<file path="config.mk">
export PLATFORM = sky130hd
export DESIGN_NAME = rdc_decoder
export DESIGN_NICKNAME = d
export VERILOG_FILES = /design/src/common/rdc_pkg.sv /design/src/hw/rdc_decoder.sv
export SDC_FILE = /design/constraint.sdc
export NUM_CORES = 1
export LEC_CHECK = 0
export BUFFER_PORTS_ARGS = -buffer_cell sky130_fd_sc_hd__buf_2
export CORE_MARGIN = 2
export CORE_UTILIZATION = 41
export CTS_BUF_LIST = sky130_fd_sc_hd__clkbuf_2 sky130_fd_sc_hd__clkbuf_4 sky130_fd_sc_hd__clkbuf_8
export DETAILED_ROUTE_END_ITERATION = 8
export GPL_ROUTABILITY_DRIVEN = 0
export PLACE_DENSITY = 0.7
export SYNTH_ARGS = -nofsm -noshare
export SYNTH_HDL_FRONTEND = slang
export SYNTH_SLANG_ARGS = --single-unit
</file>
<file path="constraint.sdc">
create_clock -name mclk_i -period 3.18 [get_ports mclk_i]
set_input_delay 0.636 -clock mclk_i [delete_from_list [all_inputs] [get_ports mclk_i]]
set_output_delay 0.636 -clock mclk_i [all_outputs]
set_load 0.01 [all_outputs]
</file>
<file path="src/common/rdc_pkg.sv">
// Constants and types shared by the reader direct command decoder.
package rdc_pkg;

	// ----------------------------------------
	// Command codes
	// ----------------------------------------
	localparam logic [7:0] CMD_SET_DEFAULT   = 8'hc1;
	localparam logic [7:0] CMD_CLEAR_A       = 8'hc2;
	localparam logic [7:0] CMD_CLEAR_B       = 8'hc3;
	localparam logic [7:0] CMD_UNMASK_RX     = 8'hd1;
	localparam logic [7:0] CMD_MEAS_AMPL     = 8'hd3;
	localparam logic [7:0] CMD_SQUELCH       = 8'hd4;
	localparam logic [7:0] CMD_RESET_GAIN    = 8'hd5;
	localparam logic [7:0] CMD_ADJ_REG       = 8'hd6;
	localparam logic [7:0] CMD_CAL_MOD       = 8'hd7;
	localparam logic [7:0] CMD_CAL_ANT       = 8'hd8;
	localparam logic [7:0] CMD_MEAS_PHASE    = 8'hd9;
	localparam logic [7:0] CMD_CLEAR_RSSI    = 8'hda;
	localparam logic [7:0] CMD_TRANSPARENT   = 8'hdc;
	localparam logic [7:0] CMD_CAL_CAP       = 8'hdd;
	localparam logic [7:0] CMD_MEAS_CAP      = 8'hde;
	localparam logic [7:0] CMD_MEAS_SUPPLY   = 8'hdf;
	localparam logic [7:0] CMD_START_GPT     = 8'he0;
	localparam logic [7:0] CMD_START_WUT     = 8'he1;
	localparam logic [7:0] CMD_START_MRT     = 8'he2;
	localparam logic [7:0] CMD_START_NRT     = 8'he3;
	localparam logic [7:0] CMD_TEST_ACCESS   = 8'hfc;

	// ----------------------------------------
	// Measurement and calibration unit indices
	// ----------------------------------------
	localparam int          UNIT_N           = 8;
	localparam logic [2:0]  UNIT_AMPL        = 3'h0;
	localparam logic [2:0]  UNIT_REG         = 3'h1;
	localparam logic [2:0]  UNIT_MOD         = 3'h2;
	localparam logic [2:0]  UNIT_ANT         = 3'h3;
	localparam logic [2:0]  UNIT_PHASE       = 3'h4;
	localparam logic [2:0]  UNIT_CAP_CAL     = 3'h5;
	localparam logic [2:0]  UNIT_CAP_MEAS    = 3'h6;
	localparam logic [2:0]  UNIT_SUPPLY      = 3'h7;

	// ----------------------------------------
	// Register offsets
	// ----------------------------------------
	localparam logic [7:0] ADDR_OP_CTRL      = 8'h00;
	localparam logic [7:0] ADDR_REG_CTRL     = 8'h01;
	localparam logic [7:0] ADDR_CAP_CTRL     = 8'h02;
	localparam logic [7:0] ADDR_TMR_CTRL     = 8'h03;
	localparam logic [7:0] ADDR_RX_CONF4     = 8'h04;
	localparam logic [7:0] ADDR_MODE         = 8'h05;
	localparam logic [7:0] ADDR_STATUS       = 8'h06;
	localparam logic [7:0] ADDR_LAST_CMD     = 8'h07;
	localparam logic [7:0] ADDR_GAIN         = 8'h08;

	// ----------------------------------------
	// Field positions
	// ----------------------------------------
	localparam int BIT_EN                    = 7;
	localparam int BIT_RX_EN                 = 6;
	localparam int BIT_TX_EN                 = 3;
	localparam int BIT_REG_S                 = 7;
	localparam int BIT_CS_MCAL               = 0;
	localparam int BIT_NRT_EMV               = 0;
	localparam int BIT_INIT_TARGET           = 0;
	localparam int BIT_WAKEUP_MODE           = 1;
	localparam int BIT_ST_BUSY               = 0;
	localparam int BIT_ST_TRANSPARENT        = 1;
	localparam int BIT_ST_TEST_ACCESS        = 2;
	localparam int BIT_ST_REJECTED           = 3;
	localparam int BIT_ST_XTAL_OK            = 4;

	// ----------------------------------------
	// Reset values
	// ----------------------------------------
	localparam logic [7:0] RST_OP_CTRL       = 8'h00;
	localparam logic [7:0] RST_REG_CTRL      = 8'h00;
	localparam logic [7:0] RST_CAP_CTRL      = 8'h00;
	localparam logic [7:0] RST_TMR_CTRL      = 8'h00;
	localparam logic [7:0] RST_RX_CONF4      = 8'h00;
	localparam logic [7:0] RST_MODE          = 8'h00;
	localparam logic [7:0] RST_GAIN          = 8'h00;

	// ----------------------------------------
	// Types
	// ----------------------------------------
	typedef enum logic {
		RDC_IDLE,
		RDC_BUSY
	} rdc_state_type;

endpackage

</file>
<file path="src/hw/rdc_decoder.sv">
// Direct command decoder and executor of the reader front end.
`timescale 1ns/1ps
`default_nettype none

// Contract
// RQ1 - Commands run only when all their required operation-control bits are set.
// RQ2 - D1 resumes receive processing over mask timer; needs en and rx_en.
// RQ3 - D3 measures receive amplitude into converter output, interrupts when done; en.
// RQ4 - D4 reduces receive gain from present noise; needs en and rx_en.
// RQ5 - D5 drops squelch reduction and loads manual gain from receiver config 4.
// RQ6 - D6 trims regulators and interrupts; rejected while external regulator select set.
// RQ7 - D7 enables transmitter, calibrates modulation depth, interrupts at completion.
// RQ8 - D8 tunes trim capacitors to antenna resonance, then interrupts.
// RQ9 - D9 measures transmit-to-receive phase difference, interrupts; needs en.
// RQ10 - DA clears RSSI result and restarts measurement; no interrupt.
// RQ11 - DC with en enters transparent mode; no interrupt.
// RQ12 - DD calibrates capacitive sensor in any mode while manual calibration bit clear.
// RQ13 - DE measures capacitance in any mode and interrupts when done.
// RQ14 - E2 starts mask-receive timer only in initial active-target mode.
// RQ15 - FC enables test register writes in all modes; other codes unused.
// RQ16 - Set default restores power-up register values and drops calibration results.
// RQ17 - Set default keeps both IO configuration and operation control registers.
// RQ18 - Set default with en clear leaves FIFO and FIFO status alone.
// RQ19 - Set default gives no interrupt; controller must not chain behind it.
// RQ20 - Clear aborts transfer, empties FIFO, resets FIFO, collision, interrupt status.
// RQ21 - Clear stops timers except wake-up; no-response timer kept when persist set.
// RQ22 - Controller issues clear before loading FIFO for framed transmissions.
// RQ23 - Clear is accepted only with en set and oscillator stable.
// RQ24 - C1 is set default; C2 and C3 are both clear.
// RQ25 - Unused or unqualified codes are ignored with no state change or interrupt; here they set the rejected status bit.
module rdc_decoder
	import rdc_pkg::*;
(
	// Clock and reset
	input  wire logic              mclk_i,
	input  wire logic              arst_n_i,
	// Register port
	input  wire logic [7:0]        reg_addr_i,
	input  wire logic [7:0]        reg_wdata_i,
	input  wire logic              reg_wr_i,
	input  wire logic              reg_rd_i,
	output logic      [7:0]        reg_rdata_o,
	// Command port
	input  wire logic              cmd_valid_i,
	input  wire logic [7:0]        cmd_code_i,
	output logic                   cmd_chain_ok_o,
	output logic                   cmd_busy_o,
	output logic                   cmd_done_irq_o,
	// Analog status
	input  wire logic              xtal_stable_i,
	input  wire logic [7:0]        noise_level_i,
	// Measurement and calibration units
	output logic      [UNIT_N-1:0] unit_start_o,
	input  wire logic [UNIT_N-1:0] unit_done_i,
	output logic                   tx_activate_o,
	output logic                   results_discard_o,
	// Receive path
	output logic                   rx_unmask_o,
	output logic                   rssi_restart_o,
	output logic      [7:0]        rx_gain_red_o,
	// Framing and FIFO
	output logic                   txrx_abort_o,
	output logic                   fifo_clear_o,
	output logic                   irq_regs_clear_o,
	output logic                   set_default_o,
	output logic                   transparent_o,
	output logic                   test_access_o,
	// Timers
	output logic                   gpt_start_o,
	output logic                   wut_start_o,
	output logic                   mrt_start_o,
	output logic                   nrt_start_o,
	output logic                   gpt_stop_o,
	output logic                   mrt_stop_o,
	output logic                   nrt_stop_o
);

	// ----------------------------------------
	// State
	// ----------------------------------------
	typedef struct packed {
		rdc_state_type     st;
		logic [2:0]        xs;
		logic              xtal_ok;
		logic [7:0]        op_ctrl;
		logic [7:0]        reg_ctrl;
		logic [7:0]        cap_ctrl;
		logic [7:0]        tmr_ctrl;
		logic [7:0]        rx_conf4;
		logic [7:0]        mode;
		logic [7:0]        gain_red;
		logic [7:0]        last_cmd;
		logic              transparent;
		logic              test_access;
		logic              rejected;
		logic              chain_ok;
		logic [2:0]        unit;
		logic [UNIT_N-1:0] unit_start;
		logic              tx_act;
		logic              done_irq;
		logic              discard;
		logic              unmask;
		logic              rssi;
		logic              abort;
		logic              fifo_clr;
		logic              irq_clr;
		logic              set_def;
		logic              gpt_start;
		logic              wut_start;
		logic              mrt_start;
		logic              nrt_start;
		logic              gpt_stop;
		logic              mrt_stop;
		logic              nrt_stop;
		logic [7:0]        rdata;
	} rdc_regs_type;

	rdc_regs_type s_r;
	rdc_regs_type s_nxt;

	// ----------------------------------------
	// Command decode
	// ----------------------------------------
	logic       en;
	logic       rx_en;
	logic       accept;
	logic       known;
	logic       chain;
	logic       uses_unit;
	logic [2:0] unit_sel;

	assign en    = s_r.op_ctrl[BIT_EN];
	assign rx_en = s_r.op_ctrl[BIT_RX_EN];

	always_comb begin
		known     = 1'b1;
		accept    = 1'b0;
		chain     = 1'b0;
		uses_unit = 1'b1;
		unit_sel  = UNIT_AMPL;
		unique case (cmd_code_i)
			CMD_SET_DEFAULT: accept = 1'b1; // RQ16 RQ19 RQ24
			CMD_CLEAR_A, CMD_CLEAR_B: begin
				accept = en && s_r.xtal_ok; // RQ23 RQ24
				chain  = 1'b1;
			end
			CMD_UNMASK_RX: begin
				accept = en && rx_en; // RQ1 RQ2
				chain  = 1'b1;
			end
			CMD_MEAS_AMPL, CMD_CAL_MOD, CMD_CAL_ANT,
			CMD_MEAS_PHASE, CMD_MEAS_SUPPLY: accept = en; // RQ3 RQ7 RQ8 RQ9
			CMD_SQUELCH: accept = en && rx_en; // RQ4
			CMD_RESET_GAIN: accept = en; // RQ5
			CMD_ADJ_REG: accept = en && !s_r.reg_ctrl[BIT_REG_S]; // RQ6
			CMD_CLEAR_RSSI, CMD_START_GPT: begin
				accept = en; // RQ10
				chain  = 1'b1;
			end
			CMD_TRANSPARENT: accept = en; // RQ11
			CMD_CAL_CAP: accept = !s_r.cap_ctrl[BIT_CS_MCAL]; // RQ12
			CMD_MEAS_CAP: accept = 1'b1; // RQ13
			CMD_START_WUT: begin
				accept = !s_r.mode[BIT_WAKEUP_MODE];
				chain  = 1'b1;
			end
			CMD_START_MRT: begin
				accept = s_r.mode[BIT_INIT_TARGET]; // RQ14
				chain  = 1'b1;
			end
			CMD_START_NRT: begin
				accept = en && rx_en;
				chain  = 1'b1;
			end
			CMD_TEST_ACCESS: begin
				accept = 1'b1; // RQ15
				chain  = 1'b1;
			end
			default: known = 1'b0; // RQ15 RQ25
		endcase
		unique case (cmd_code_i)
			CMD_MEAS_AMPL:   unit_sel = UNIT_AMPL;
			CMD_ADJ_REG:     unit_sel = UNIT_REG;
			CMD_CAL_MOD:     unit_sel = UNIT_MOD; // RQ7
			CMD_CAL_ANT:     unit_sel = UNIT_ANT; // RQ8
			CMD_MEAS_PHASE:  unit_sel = UNIT_PHASE;
			CMD_CAL_CAP:     unit_sel = UNIT_CAP_CAL;
			CMD_MEAS_CAP:    unit_sel = UNIT_CAP_MEAS;
			CMD_MEAS_SUPPLY: unit_sel = UNIT_SUPPLY;
			default:         uses_unit = 1'b0;
		endcase
	end

	// ----------------------------------------
	// Next state
	// ----------------------------------------
	always_comb begin
		s_nxt            = s_r;
		s_nxt.unit_start = '0;
		s_nxt.done_irq   = 1'b0;
		s_nxt.discard    = 1'b0;
		s_nxt.unmask     = 1'b0;
		s_nxt.rssi       = 1'b0;
		s_nxt.abort      = 1'b0;
		s_nxt.fifo_clr   = 1'b0;
		s_nxt.irq_clr    = 1'b0;
		s_nxt.set_def    = 1'b0;
		s_nxt.gpt_start  = 1'b0;
		s_nxt.wut_start  = 1'b0;
		s_nxt.mrt_start  = 1'b0;
		s_nxt.nrt_start  = 1'b0;
		s_nxt.gpt_stop   = 1'b0;
		s_nxt.mrt_stop   = 1'b0;
		s_nxt.nrt_stop   = 1'b0;
		s_nxt.rdata      = 8'h00;

		// Oscillator flag follows once the second and third stages agree.
		s_nxt.xs = {s_r.xs[1:0], xtal_stable_i};
		if (s_r.xs[1] == s_r.xs[2]) begin
			s_nxt.xtal_ok = s_r.xs[2];
		end

		// Register reads answer in the next cycle only.
		if (reg_rd_i) begin
			unique case (reg_addr_i)
				ADDR_OP_CTRL:  s_nxt.rdata = s_r.op_ctrl;
				ADDR_REG_CTRL: s_nxt.rdata = s_r.reg_ctrl;
				ADDR_CAP_CTRL: s_nxt.rdata = s_r.cap_ctrl;
				ADDR_TMR_CTRL: s_nxt.rdata = s_r.tmr_ctrl;
				ADDR_RX_CONF4: s_nxt.rdata = s_r.rx_conf4;
				ADDR_MODE:     s_nxt.rdata = s_r.mode;
				ADDR_STATUS: begin
					s_nxt.rdata[BIT_ST_BUSY]        = (s_r.st == RDC_BUSY);
					s_nxt.rdata[BIT_ST_TRANSPARENT] = s_r.transparent;
					s_nxt.rdata[BIT_ST_TEST_ACCESS] = s_r.test_access;
					s_nxt.rdata[BIT_ST_REJECTED]    = s_r.rejected;
					s_nxt.rdata[BIT_ST_XTAL_OK]     = s_r.xtal_ok;
				end
				ADDR_LAST_CMD: s_nxt.rdata = s_r.last_cmd;
				ADDR_GAIN:     s_nxt.rdata = s_r.gain_red;
				default:       s_nxt.rdata = 8'h00;
			endcase
		end

		if (reg_wr_i) begin
			unique case (reg_addr_i)
				ADDR_OP_CTRL:  s_nxt.op_ctrl  = reg_wdata_i;
				ADDR_REG_CTRL: s_nxt.reg_ctrl = reg_wdata_i;
				ADDR_CAP_CTRL: s_nxt.cap_ctrl = reg_wdata_i;
				ADDR_TMR_CTRL: s_nxt.tmr_ctrl = reg_wdata_i;
				ADDR_RX_CONF4: s_nxt.rx_conf4 = reg_wdata_i;
				ADDR_MODE:     s_nxt.mode     = reg_wdata_i;
				default: ;
			endcase
		end

		// A running unit ends with its done pulse and the completion interrupt.
		if (s_r.st == RDC_BUSY && unit_done_i[s_r.unit]) begin
			s_nxt.st       = RDC_IDLE;
			s_nxt.tx_act   = 1'b0;
			s_nxt.done_irq = 1'b1; // RQ3 RQ6 RQ7 RQ8 RQ9 RQ12 RQ13
		end

		// While a unit runs only set default is taken; it abandons the unit.
		if (cmd_valid_i && known && accept &&
			(s_r.st == RDC_IDLE || cmd_code_i == CMD_SET_DEFAULT)) begin
			s_nxt.last_cmd = cmd_code_i;
			s_nxt.rejected = 1'b0;
			s_nxt.chain_ok = chain;
			if (uses_unit) begin
				s_nxt.st                   = RDC_BUSY;
				s_nxt.unit                 = unit_sel;
				s_nxt.unit_start[unit_sel] = 1'b1;
				s_nxt.tx_act               = (unit_sel == UNIT_MOD); // RQ7
			end
			unique case (cmd_code_i)
				CMD_SET_DEFAULT: begin
					s_nxt.st          = RDC_IDLE;
					s_nxt.tx_act      = 1'b0;
					s_nxt.done_irq    = 1'b0; // RQ19
					s_nxt.set_def     = 1'b1;
					s_nxt.discard     = 1'b1; // RQ16
					s_nxt.reg_ctrl    = RST_REG_CTRL; // RQ16
					s_nxt.cap_ctrl    = RST_CAP_CTRL;
					s_nxt.tmr_ctrl    = RST_TMR_CTRL;
					s_nxt.rx_conf4    = RST_RX_CONF4;
					s_nxt.mode        = RST_MODE;
					s_nxt.gain_red    = RST_GAIN;
					s_nxt.transparent = 1'b0;
					s_nxt.test_access = 1'b0;
					s_nxt.op_ctrl     = s_r.op_ctrl; // RQ17
					s_nxt.fifo_clr    = en; // RQ18
				end
				CMD_CLEAR_A, CMD_CLEAR_B: begin
					s_nxt.abort    = 1'b1; // RQ20
					s_nxt.fifo_clr = 1'b1;
					s_nxt.irq_clr  = 1'b1;
					s_nxt.gpt_stop = 1'b1; // RQ21
					s_nxt.mrt_stop = 1'b1;
					s_nxt.nrt_stop = !s_r.tmr_ctrl[BIT_NRT_EMV]; // RQ21
				end
				CMD_UNMASK_RX:   s_nxt.unmask      = 1'b1; // RQ2
				CMD_SQUELCH:     s_nxt.gain_red    = noise_level_i; // RQ4
				CMD_RESET_GAIN:  s_nxt.gain_red    = s_r.rx_conf4; // RQ5
				CMD_CLEAR_RSSI:  s_nxt.rssi        = 1'b1; // RQ10
				CMD_TRANSPARENT: s_nxt.transparent = 1'b1; // RQ11
				CMD_START_GPT:   s_nxt.gpt_start   = 1'b1;
				CMD_START_WUT:   s_nxt.wut_start   = 1'b1;
				CMD_START_MRT:   s_nxt.mrt_start   = 1'b1; // RQ14
				CMD_START_NRT:   s_nxt.nrt_start   = 1'b1;
				CMD_TEST_ACCESS: s_nxt.test_access = 1'b1; // RQ15
				default: ;
			endcase
		end else if (cmd_valid_i) begin
			s_nxt.rejected = 1'b1; // RQ1 RQ25
		end
	end

	// ----------------------------------------
	// State register
	// ----------------------------------------
	always_ff @(posedge mclk_i or negedge arst_n_i) begin
		if (!arst_n_i) begin
			s_r          <= '0;
			s_r.st       <= RDC_IDLE;
			s_r.op_ctrl  <= RST_OP_CTRL;
			s_r.reg_ctrl <= RST_REG_CTRL;
			s_r.cap_ctrl <= RST_CAP_CTRL;
			s_r.tmr_ctrl <= RST_TMR_CTRL;
			s_r.rx_conf4 <= RST_RX_CONF4;
			s_r.mode     <= RST_MODE;
			s_r.gain_red <= RST_GAIN;
		end else begin
			s_r <= s_nxt;
		end
	end

	// ----------------------------------------
	// Outputs
	// ----------------------------------------
	assign reg_rdata_o       = s_r.rdata;
	assign cmd_chain_ok_o    = s_r.chain_ok;
	assign cmd_busy_o        = (s_r.st == RDC_BUSY);
	assign cmd_done_irq_o    = s_r.done_irq;
	assign unit_start_o      = s_r.unit_start;
	assign tx_activate_o     = s_r.tx_act;
	assign results_discard_o = s_r.discard;
	assign rx_unmask_o       = s_r.unmask;
	assign rssi_restart_o    = s_r.rssi;
	assign rx_gain_red_o     = s_r.gain_red;
	assign txrx_abort_o      = s_r.abort;
	assign fifo_clear_o      = s_r.fifo_clr;
	assign irq_regs_clear_o  = s_r.irq_clr;
	assign set_default_o     = s_r.set_def;
	assign transparent_o     = s_r.transparent;
	assign test_access_o     = s_r.test_access;
	assign gpt_start_o       = s_r.gpt_start;
	assign wut_start_o       = s_r.wut_start;
	assign mrt_start_o       = s_r.mrt_start;
	assign nrt_start_o       = s_r.nrt_start;
	assign gpt_stop_o        = s_r.gpt_stop;
	assign mrt_stop_o        = s_r.mrt_stop;
	assign nrt_stop_o        = s_r.nrt_stop;

endmodule

`default_nettype wire

</file>
---- Yosys cells after proc, flatten, opt, wreduce, memory -nomap -nowiden ----
Cells that the tools add are included.
cells by class
  $lt $le $gt $ge ......................... 3
  equality and inequality tests ........... 32
  mux-type cells .......................... 44
  bitwise operators ....................... 1
  reductions and logical operators ........ 29
operators by type and width
  cell                                                 number
  equality test 8 bit, second input constant           21
  2-to-1 mux 48 bit                                    2
  2-to-1 mux 66 bit                                    1
  2-to-1 mux 8 bit                                     7
  one-hot mux 5 bit (9 select lines)                   1
  equality test 8 x 3 -> 1 bit, second input constant  4
  2-to-1 mux 24 bit                                    1
  one-hot mux 3 bit (8 select lines)                   1
  one-hot mux 8 bit (3 select lines)                   1
  one-hot mux 3 bit (7 select lines)                   1
  OR reduction 21 bit                                  1
  2-to-1 mux 1 bit                                     19
  OR reduction 9 bit                                   2
  equality test 8 x 2 -> 1 bit, second input constant  2
  2-to-1 mux 9 bit                                     1
  equality test 8 x 1 -> 1 bit, second input constant  1
  equality test 8 x 4 -> 1 bit, second input constant  1
  logical AND 1 bit                                    8
  logical NOT 8 bit                                    1
  < comparator 3 x 4 -> 1 bit, second input constant   2
  one-hot mux 1 bit (8 select lines)                   1
  AND reduction 2 bit                                  4
  OR reduction 8 bit                                   1
  2-to-1 mux 3 bit                                     2
  15 further kinds                                     23
storage, ports and cells
  register bits ........................... 108
  output and inout bits ................... 44

---- Logic depth before layout (Yosys ltp) ----
Gate-level depths: netlist of the first run.
  depth after elaboration ................. 9
  gate-level depth with buffers ........... 9

---- Worst setup path after synthesis of the first run ----
Ideal clock, no wire load.
  path kind ............................... input-to-reg
  start point ............................. input port cmd_code_i[3]
  end point ............................... register s_r, in the netlist en
  library setup time ...................... 125 ps
  data arrival time ....................... 2224 ps
  setup slack ............................. 832 ps
  cell stages on the path ................. 7
  buffers on the path ..................... 2
  cells stage by stage .................... buf_6 or3_4 nor3_1 and3_1 buf_4 nand4b_4 mux2_2
on the way
  cells in the longest elaborated chain, start to end .. 7
  elaborated cells between the ends (all ways) .. 34
  classes of those cells .................. eq/ne (22); mux (3); reduce/logical (9)
ends and longest elaborated chain
  what                                                          line                                                        RTL
  from (decl)                                                   rdc_decoder.sv:45                                           input wire logic [7:0] cmd_code_i,
  equality test 8 bit (on tied branches)                        rdc_decoder.sv:141, rdc_decoder.sv:266, rdc_decoder.sv:276
  OR reduction 21 bit (no line)                                 --
  2-to-1 mux 1 bit                                              rdc_decoder.sv:141                                          unique case (cmd_code_i)
  logical AND 1 bit (3 in series)                               rdc_decoder.sv:265                                          if (cmd_valid_i && known && accept &&
  != test 2 bit (no line) or 2-to-1 mux 66 bit (tied branches)  --
  to (signal assigned)                                          rdc_decoder.sv:334                                          s_r <= s_nxt;
  to (decl)                                                     rdc_decoder.sv:118                                          rdc_regs_type s_r;
Parallel ways exist; a longest one is shown, timed or not.
A chain may end at the register's enable or synchronous reset.

---- Worst setup path in the final report of the first run ----
  start point ............................. input port cmd_code_i[1]
  end point ............................... register s_r, in the netlist rx_gain_red_o[4]
on the way
  cells in the longest elaborated chain, start to end .. 7
  elaborated cells between the ends (all ways) .. 35
  classes of those cells .................. eq/ne (21); mux (3); reduce/logical (11)
ends and longest elaborated chain
  what                                    line
  equality test 8 bit (on tied branches)  rdc_decoder.sv:141, rdc_decoder.sv:266, rdc_decoder.sv:276
  OR reduction 21 bit (no line)           --
  2-to-1 mux 1 bit                        rdc_decoder.sv:141
  logical AND 1 bit (3 in series)         rdc_decoder.sv:265
  AND reduction 2 bit (no line)           --
Parallel ways exist; a longest one is shown, timed or not.

==> summary.md, run 1 <==
| Metric | Value |
|---|---|
| Count of final max-slew check failures | `0` |
| Worst-path cell chain | `buf_2 > nand2b_1 > nor4_1 > o21a_2 > o41ai_4 > buf_4 > or3_1 > o2bb2ai_1` |
| WL/cell | `about 18 um` |
| Die area | `about 14,000 um^2` |
| Core box area | `roughly 13,000 um^2` |
| RSZ-0062 raised after global routing | `no` |
| Slowest-stage cell, CP | `or3_1` |
| Post-synthesis compound-gate area fraction | `roughly 14%` |
| Maximum fanout along the worst path | `25` |
| Post-synthesis mux area share | `around an eighth` |
| Highest metal used | `met4` |
| Gr ovfl total | `0` |
| Dominant combinational cell family by area after synthesis | `simple AND/OR/NAND/NOR gates` |
| Leakage | `2.84 nW` |
| CTS tree | `yes` |
| Pwr dens | `424 nW/um^2` |
| Synth Area in Simple Gates | `between 15 and 20%` |
| Worst-path clk slew | `~0.090 ns` |
| Drt via density | `between 5 and 6` |
| Clk_skew | `0.0100 ns` |
| Clock buffer depth | `2` |
| Syn avg cell area | `between 10 and 15 um^2` |
| Setup crit end kind | `flip-flop` |
| CP startpoint kind | `input pin` |
| CTS Sinks | `104` |
| Routed wire length | `13,300 um` |
| Status | `finished, final reports clean` |
| Post-CTS Hold Fix Bufs | `0` |
| Leading area contributor after synthesis | `dfrtp_1` |
| Pre-CTS WS | `0.280 ns` |
| Arr. time, crit path | `between 2 and 3 ns` |
| Syn nets | `about 560` |
| First-pass GRT wire length | `21,700 um` |
| Post-synthesis sequential area ratio | `49.0%` |
| Die Wd | `~120 um` |
| Area growth from synthesis to layout | `11.2%` |
| Slew margin rel. | `42.1%` |
| Largest net degree at the start of global routing | `58` |
| Comb power frac | `between 10% and 20%` |
| Xor/xnor share of the synthesized area | `less than 1%` |
| Worst R2R Path Depth | `7` |
| Starting Density | `42.1%` |
| Tot GR Track Use | `between 10% and 20%` |
| Remaining antenna violation count | `0` |
| Sum Neg Setup Slack | `0 ns` |
| Ys flop type | `dfrtp_1` |
| TritonRoute pass-1 iters | `5` |
| Worst-Skew Late Latency | `0.37 ns` |
| Initial antenna violation count | `0` |
| Ys async rst share | `100%` |
| Clock tree root buffer cell | `clkbuf_8` |
| Worst setup margin | `0.661 ns` |
| Layout cells sized above 1 | `26.4%` |
| Initial DRC count | `about 430` |
| Post-DP HPWL | `9720 um` |
| Yosys cell types | `between 60 and 70` |
| Critical path class | `in -> reg` |
| Wire length on met1 | `~6100 um` |
| Final setup violation count | `0` |
| Post-synthesis adder-cell area fraction | `less than 1%` |
| Final worst path period share | `79.2%` |
| Number of CTS-inserted buffers | `9` |
| Max-cap violations | `0` |
| Clock power share | `about a third` |
| Setup Buffers After CTS | `0` |
| Final Core Density | `approximately 47%` |
| Post-Syn Instances | `around 520` |
| Cell Int Power | `roughly 0.0019 W` |
| Peak supply drop | `about 0.00025 V` |
| EDFF count, synth | `0` |
| Total power draw | `around 0.0025 W` |
| Routed wl met3 | `between 800 and 900 um` |
| # diodes | `0` |
| Yosys reg bits | `104` |
| Post_cts resized | `0` |
| DR DRC count | `0` |
| Vias in the first global route | `just over 4,000` |
| Row Count | `just over 40` |
| Synth top area share | `between 40 and 50%` |
| Ports | `90` |
| Worst Path Required | `approximately 3.4 ns` |
| Min Tclk post-route | `approximately 2.5 ns` |
| Slowest cell delay on critical path | `around 0.5 ns` |
| Via count | `4,121` |
| Ranking of synthesized cells by area | `dfrtp_1, mux2i_1, buf_4, a21oi_1, nand2_1` |
| Slew @ Worst Pin | `0.865 ns` |
| Switch Pwr | `0.000646 W` |
| Mapped Area | `5310 um^2` |
| Nets | `613` |
| Die height | `between 100 and 150 um` |
| Max Clk Rate | `roughly 0.40 GHz` |
| Hold Crit Class | `in -> async` |
| H-Tree Depth | `3` |
| Met2 Routed Length | `6000 um` |
| Sw frac | `25.8%` |
| Port bufs | `approximately 90` |
| Ys Warns | `0` |
| Reg power frac | `a little under three fifths` |
| Final Hold Vio Count | `0` |
-- synth_stat cells (5+ instances only) --
cell / instances
inv_1: 8
and3_1: 8
buf_4: 30
dfrtp_1: 104
o21ai_0: 18
a22oi_1: 11
a21oi_1: 36
nor2_1: 38
nand2_1: 46
buf_2: 9
mux2i_1: 35
nand2b_1: 10
mux2_2: 15
nor3_1: 9
nor2b_1: 7
clkbuf_1: 19
nand3_1: 21
a221oi_1: 6
nand3b_1: 5
nor4_1: 7
o2bb2ai_1: 8
-- worst max-delay path, delay by kind of cell --
kind            cells  cell delay, ns
buf+inv             2            0.45
simple gates        3            1.18
compound gates      3            0.49
-- registers in the layout (all words and copies together) (netlist names), 2 cells and up --
| register | cells |
|---|---|
| s_nxt | 2 |
| rx_gain_red_o | 8 |
| unit_start_o | 8 |
| reg_rdata_o | 8 |
| s_r | 60 |
-- per-stage QoR --
| step | hold WS [ns] | cells | cell area (um^2) |
|---|---|---|---|
| after floorplan | 0.331 | 516 | 5310 |
| after global placement | 0.334 | 728 | 5700 |
| after detailed placement | 0.336 | 728 | 5700 |
| after CTS | 0.333 | 744 | 5910 |
| after global routing | 0.344 | 744 | 5910 |
| final | 0.306 | 744 | 5910 |
-- layer usage --
metal	vias to the layer above	GRT usage (%)
li1	1920	-
met1	2002	28.0
met2	170	29.0
met3	29	4.31
met4	0	6.93
met5	-	0
-- cell type report --
class / instances / area [um^2]
Fill cell: 1230 / 6710
Multi-Input combinational cell: 341 / 2290
Tap cell: 172 / 215
Inverter: 8 / 30.0
Sequential cell: 104 / 2600
Timing Repair Buffer: 103 / 566
Clock buffer: 10 / 138
Clock inverter: 6 / 67.6
-- power by group through the flow --
stage / clock network (W) / logic (W) / registers, W
finish: 0.000837 / 0.000252 / 0.00142
global route: 0.000912 / 0.000279 / 0.00142
CTS: 0.000856 / 0.000253 / 0.00141
detailed placement: 0 / 0.000251 / 0.00144
global placement: 0 / 0.000243 / 0.00144
floorplan: 0 / 0.000146 / 0.00142
-- worst paths after layout --
check                                startpoint                      endpoint  slack (ns)
max                               cmd_code_i[1]  rx_gain_red_o[4]$_DFFE_PN0P_        0.66
min                                    arst_n_i          s_nxt[105]$_DFF_PN0_        0.31
max reg2reg                   s_r[79]$_DFF_PN0_  rx_gain_red_o[4]$_DFFE_PN0P_        0.91
min reg2reg                s_nxt[105]$_DFF_PN0_          s_nxt[106]$_DFF_PN0_        0.36
max in group asynchronous              arst_n_i             s_r[70]$_DFF_PN0_        2.07
min in group mclk_i        s_nxt[105]$_DFF_PN0_          s_nxt[106]$_DFF_PN0_        0.36
-- cells by family (layout without fill, tap and decap cells) --
logic type | after synthesis | after routing
adder cells (fa/ha/maj) | 1 | 1
XOR/XNOR | 1 | 1
multiplexers | 56 | 56
AND/OR/NAND/NOR | 174 | 174
flip-flops | 104 | 104
buffers and inverters | 71 | 127
AO/OA/AOI/OAI | 109 | 109
-- placed cells by master, fill, tap and decap left out, drive strengths merged, types with 2 or more instances in the layout --
cell type  instances
nand2b            11
nand3b             6
mux4               3
o21a               3
nor3b              3
a31oi              4
a21oi             36
a22o               3
clkbuf            10
or3                3
clkinv             2
o41ai              2
nand4b             2
dfrtp            104
o2bb2ai            8
a221oi             6
buf              103
nand3             22
clkinvlp           2
mux2i             35
a32oi              2
inv                9
nand2             46
a22oi             11
nor2              38
o32ai              2
nor2b              7
o21ai             22
or2                3
o32a               2
and3               8
nor3              10
nand4              3
mux2              18
nor4               8
Power figures use the tool's default switching activity.
==> run 2: changes to the inputs <==
ABC_AREA = 1   (was not set)
clock period = 2.63 ns   (was 3.18 ns; I/O delays follow)
==> summary.md, run 2 <==
| Metric | Value |
|---|---|
| Status | `finished, final reports clean (unchanged)` |
| Ys async rst share | `100% (unchanged)` |
| Dominant combinational cell family by area after synthesis | `simple AND/OR/NAND/NOR gates (unchanged)` |
| Sum Neg Setup Slack | `0 ns (unchanged)` |
| Largest net degree at the start of global routing | `60 (was 58)` |
| Yosys reg bits | `104 (unchanged)` |
| EDFF count, synth | `0 (unchanged)` |
| Die Wd | `119 um (was 118 um)` |
| Core box area | `13,100 um^2 (was 12,600 um^2)` |
| Worst-path clk slew | `0.09 ns (about the same)` |
| Leakage | `3.10 nW (was 2.84 nW)` |
| Area growth from synthesis to layout | `14.5% (was 11.2%)` |
| Slowest cell delay on critical path | `0.37 ns (was 0.50 ns)` |
| Slew @ Worst Pin | `0.523 ns (was 0.865 ns)` |
| Initial DRC count | `549 (was 428)` |
| Count of final max-slew check failures | `0 (unchanged)` |
| Setup crit end kind | `flip-flop (unchanged)` |
| Post-synthesis compound-gate area fraction | `14.2% (was 14.0%)` |
| Final setup violation count | `0 (unchanged)` |
| CTS tree | `yes (unchanged)` |
| Critical Path Most Common Cell | `nand2_1` |
| Commonest cells after routing, fill and taps aside | `nand2_1, dfrtp_1, buf_2 (was dfrtp_1, buf_2, nand2_1)` |
| Clock tree root buffer cell | `clkbuf_8 (unchanged)` |
| Gr ovfl total | `0 (unchanged)` |
| Arr. time, crit path | `2.50 ns (was 2.77 ns)` |
| Routed wire length | `14,800 um (was 13,300 um)` |
| Post-synthesis mux area share | `1.10% (was 11.7%)` |
| Commonest cells in the netlist | `nand2_1, dfrtp_1, nand3_1, nor2_1, inv_1 (was dfrtp_1, nand2_1, nor2_1, a21oi_1, mux2i_1)` |
| First-pass GRT wire length | `24,300 um (was 21,700 um)` |
| Post-DP HPWL | `11,000 um (was 9720 um)` |
| Worst setup margin | `0.403 ns (was 0.661 ns)` |
| Most common cell after layout, fill and taps aside | `nand2_1 (was dfrtp_1)` |
| Worst-path cell chain | `buf_2 > nand2_1 > nor2_1 > nand2_1 > nand2_1 > nor2_1 > nand3_1 > nor2_1 > nor2_2 > nand2_2 > inv_2 > nand2_1 > nand2_1 > nand2_1 (was buf_2 > nand2b_1 > nor4_1 > o21a_2 > o41ai_4 > buf_4 > or3_1 > o2bb2ai_1)` |
| Comb power frac | `9.1% (was 10.1%)` |
| Final Hold Vio Count | `0 (unchanged)` |
| Peak supply drop | `0.000199 V (was 0.000251 V)` |
| Yosys cell types | `35 (was 63)` |
| Ys flop type | `dfrtp_1 (unchanged)` |
| Post-synthesis sequential area ratio | `47.8% (was 49.0%)` |
| Min Tclk post-route | `2.23 ns` |
| RSZ-0062 raised after global routing | `no (unchanged)` |
| Synth top area share | `47.8% (was 49.0%)` |
| Post_cts resized | `0 (unchanged)` |
| Post-Syn Instances | `689 (was 516)` |
| Clock power share | `35.5% (was 33.4%)` |
| # diodes | `0 (unchanged)` |
| TritonRoute pass-1 iters | `5 (unchanged)` |
| Ports | `90 (unchanged)` |
| Starting Density | `41.6% (was 42.1%)` |
| CTS Sinks | `104 (unchanged)` |
| Die height | `119 um (was 118 um)` |
| Syn nets | `735 (was 562)` |
| Max Clk Rate | `approximately 0.45 GHz` |
| Clock buffer depth | `2 (unchanged)` |
| Ys Warns | `0 (unchanged)` |
| Synth Area in Simple Gates | `26.4% (was 17.1%)` |
| Final worst path period share | `84.7%` |
| Max FFs per register | `60 (unchanged)` |
| DR DRC count | `0 (unchanged)` |
| Syn avg cell area | `7.90 um^2 (was 10.3 um^2)` |
| WL/cell | `15.7 um (was 17.8 um)` |
| Hold Crit Class | `in -> reg (was in -> async)` |
| FILL cells | `1,269 (was 1,230)` |
| Top-count cell post-synth | `nand2_1 (was dfrtp_1)` |
| Post-CTS Hold Fix Bufs | `1 (was 0)` |
| Via count | `4,925 (was 4,121)` |
| Worst-Skew Late Latency | `0.38 ns (was 0.37 ns)` |
| Switch Pwr | `0.000801 W (was 0.000646 W)` |
| Mapped Area | `5440 um^2 (was 5310 um^2)` |
| Ranking of synthesized cells by area | `dfrtp_1, nand2_1, nand3_1, a21oi_1, nor2_1 (was dfrtp_1, mux2i_1, buf_4, a21oi_1, nand2_1)` |
| Pwr dens | `497 nW/um^2 (was 424 nW/um^2)` |
| Maximum fanout along the worst path | `11 (was 25)` |
| Tot GR Track Use | `21.8% (was 19.5%)` |
| Final Core Density | `47.6% (was 46.8%)` |
| Port bufs | `89 (unchanged)` |
| Nets | `809 (was 613)` |
| Post-synthesis adder-cell area fraction | `0.184% (was 0.188%)` |
| Xor/xnor share of the synthesized area | `0% (was 0.165%)` |
| Cell Int Power | `0.00230 W (was 0.00186 W)` |
| Pre-CTS WS | `0.0993 ns (was 0.280 ns)` |
| Critical path class | `in -> reg (unchanged)` |
| Vias in the first global route | `4,631 (was 4,115)` |
| Largest register by flop count | `s_r (unchanged)` |
| Slew margin rel. | `65.1% (was 42.1%)` |
| H-Tree Depth | `3 (unchanged)` |
| Row Count | `42 (was 41)` |
| Setup Buffers After CTS | `0 (unchanged)` |
| Reg power frac | `55.4% (was 56.5%)` |
| Number of CTS-inserted buffers | `9 (unchanged)` |
| Sw frac | `25.9% (was 25.8%)` |
| Remaining antenna violation count | `0 (unchanged)` |
| Clk_skew | `0.0116 ns (was 0.0100 ns)` |
| Max-cap violations | `0 (unchanged)` |
| Layout cells sized above 1 | `20.7% (was 26.4%)` |
| Worst Path Required | `2.90 ns (was 3.43 ns)` |
| Drt via density | `5.22 (was 5.54)` |
| Slowest-stage cell, CP | `nor2_1 (was or3_1)` |
| Worst Hold Slack | `0.249 ns (was 0.306 ns)` |
| Leading area contributor after synthesis | `dfrtp_1 (unchanged)` |
| CP startpoint kind | `input pin (unchanged)` |
| Initial antenna violation count | `0 (unchanged)` |
| Die area | `14,200 um^2 (was 13,900 um^2)` |
[run 2: cell types whose count changed in the layout (fill, tap and decap cells not counted), moves of 23 or more]
cell | previous run | this run
nand2_1 | 46 | 163
nand3_1 | 21 | 81
inv_1 | 8 | 54
mux2i_1 | 35 | 6
o21ai_0 | 18 | 43
nor2_1 | 38 | 61
[run 2: critical path: cells and delay by family]
kind,cells,cell delay [ns]
buffers and inverters,2,0.28
AND/OR/NAND/NOR,12,1.69
[run 2: path summary, 6_finish.rpt]
kind                                            from                            to  slack, ns  depth (start not counted)
worst max register to register     s_r[79]$_DFF_PN0_  rx_gain_red_o[7]$_DFFE_PN0P_       0.91                         10
max in group asynchronous                   arst_n_i           s_r[46]$_DFFE_PN0P_       1.42                          3
worst min register to register  s_nxt[105]$_DFF_PN0_          s_nxt[106]$_DFF_PN0_       0.36                          0
worst min-delay path                   xtal_stable_i          s_nxt[105]$_DFF_PN0_       0.25                          1
min in group asynchronous                   arst_n_i           s_r[34]$_DFFE_PN0P_       0.54                          2
worst max-delay path                   cmd_code_i[6]  rx_gain_red_o[7]$_DFFE_PN0P_       0.40                         14
[run 2: area by class of cell]
cell class              count  area (um^2)  share of cell area, %
repair buffers            117          686                   11.0
inverters                  60          225                   3.62
multi-input cells         471         2270                   36.5
flip-flops and latches    104         2600                   41.8
well taps                 176          220                   3.54
clock inverters             7         96.3                   1.55
clock buffers               9          124                   1.99
[run 2: power by group through the flow]
stage,Combinational (W),Clock (W),Sequential (W)
after global routing,0.000323,0.00120,0.00172
after CTS,0.000283,0.00112,0.00171
after detailed placement,0.000281,0,0.00175
after floorplan,0.000150,0,0.00173
final,0.000281,0.00110,0.00172
after global placement,0.000278,0,0.00174
[run 2: per-layer routing]
| metal | global-route usage, % | part of all wire, % | vias to the layer above |
|---|---|---|---|
| met5 | 0 | 0 | - |
| met4 | 9.15 | 2.8 | 0 |
| met2 | 33.1 | 45 | 184 |
| met1 | 31.1 | 46 | 2323 |
| met3 | 3.21 | 5.7 | 26 |
| li1 | - | - | 2392 |
[run 2: cells by family (layout without fill, tap and decap cells)]
kind of cell | count (synthesis) | count (layout)
compound gates | 130 | 130
fa+ha+maj | 1 | 1
buf+inv | 114 | 193
flops | 104 | 104
mux | 6 | 6
simple gates | 334 | 334
[run 2: per-stage QoR]
step / instance area [um^2] / total power, W / std cells
after floorplan: 5440 / 0.00188 / 689
after global placement: 6000 / 0.00202 / 927
after detailed placement: 6000 / 0.00203 / 927
after CTS: 6230 / 0.00312 / 944
after global routing: 6230 / 0.00324 / 944
final: 6230 / 0.00310 / 944
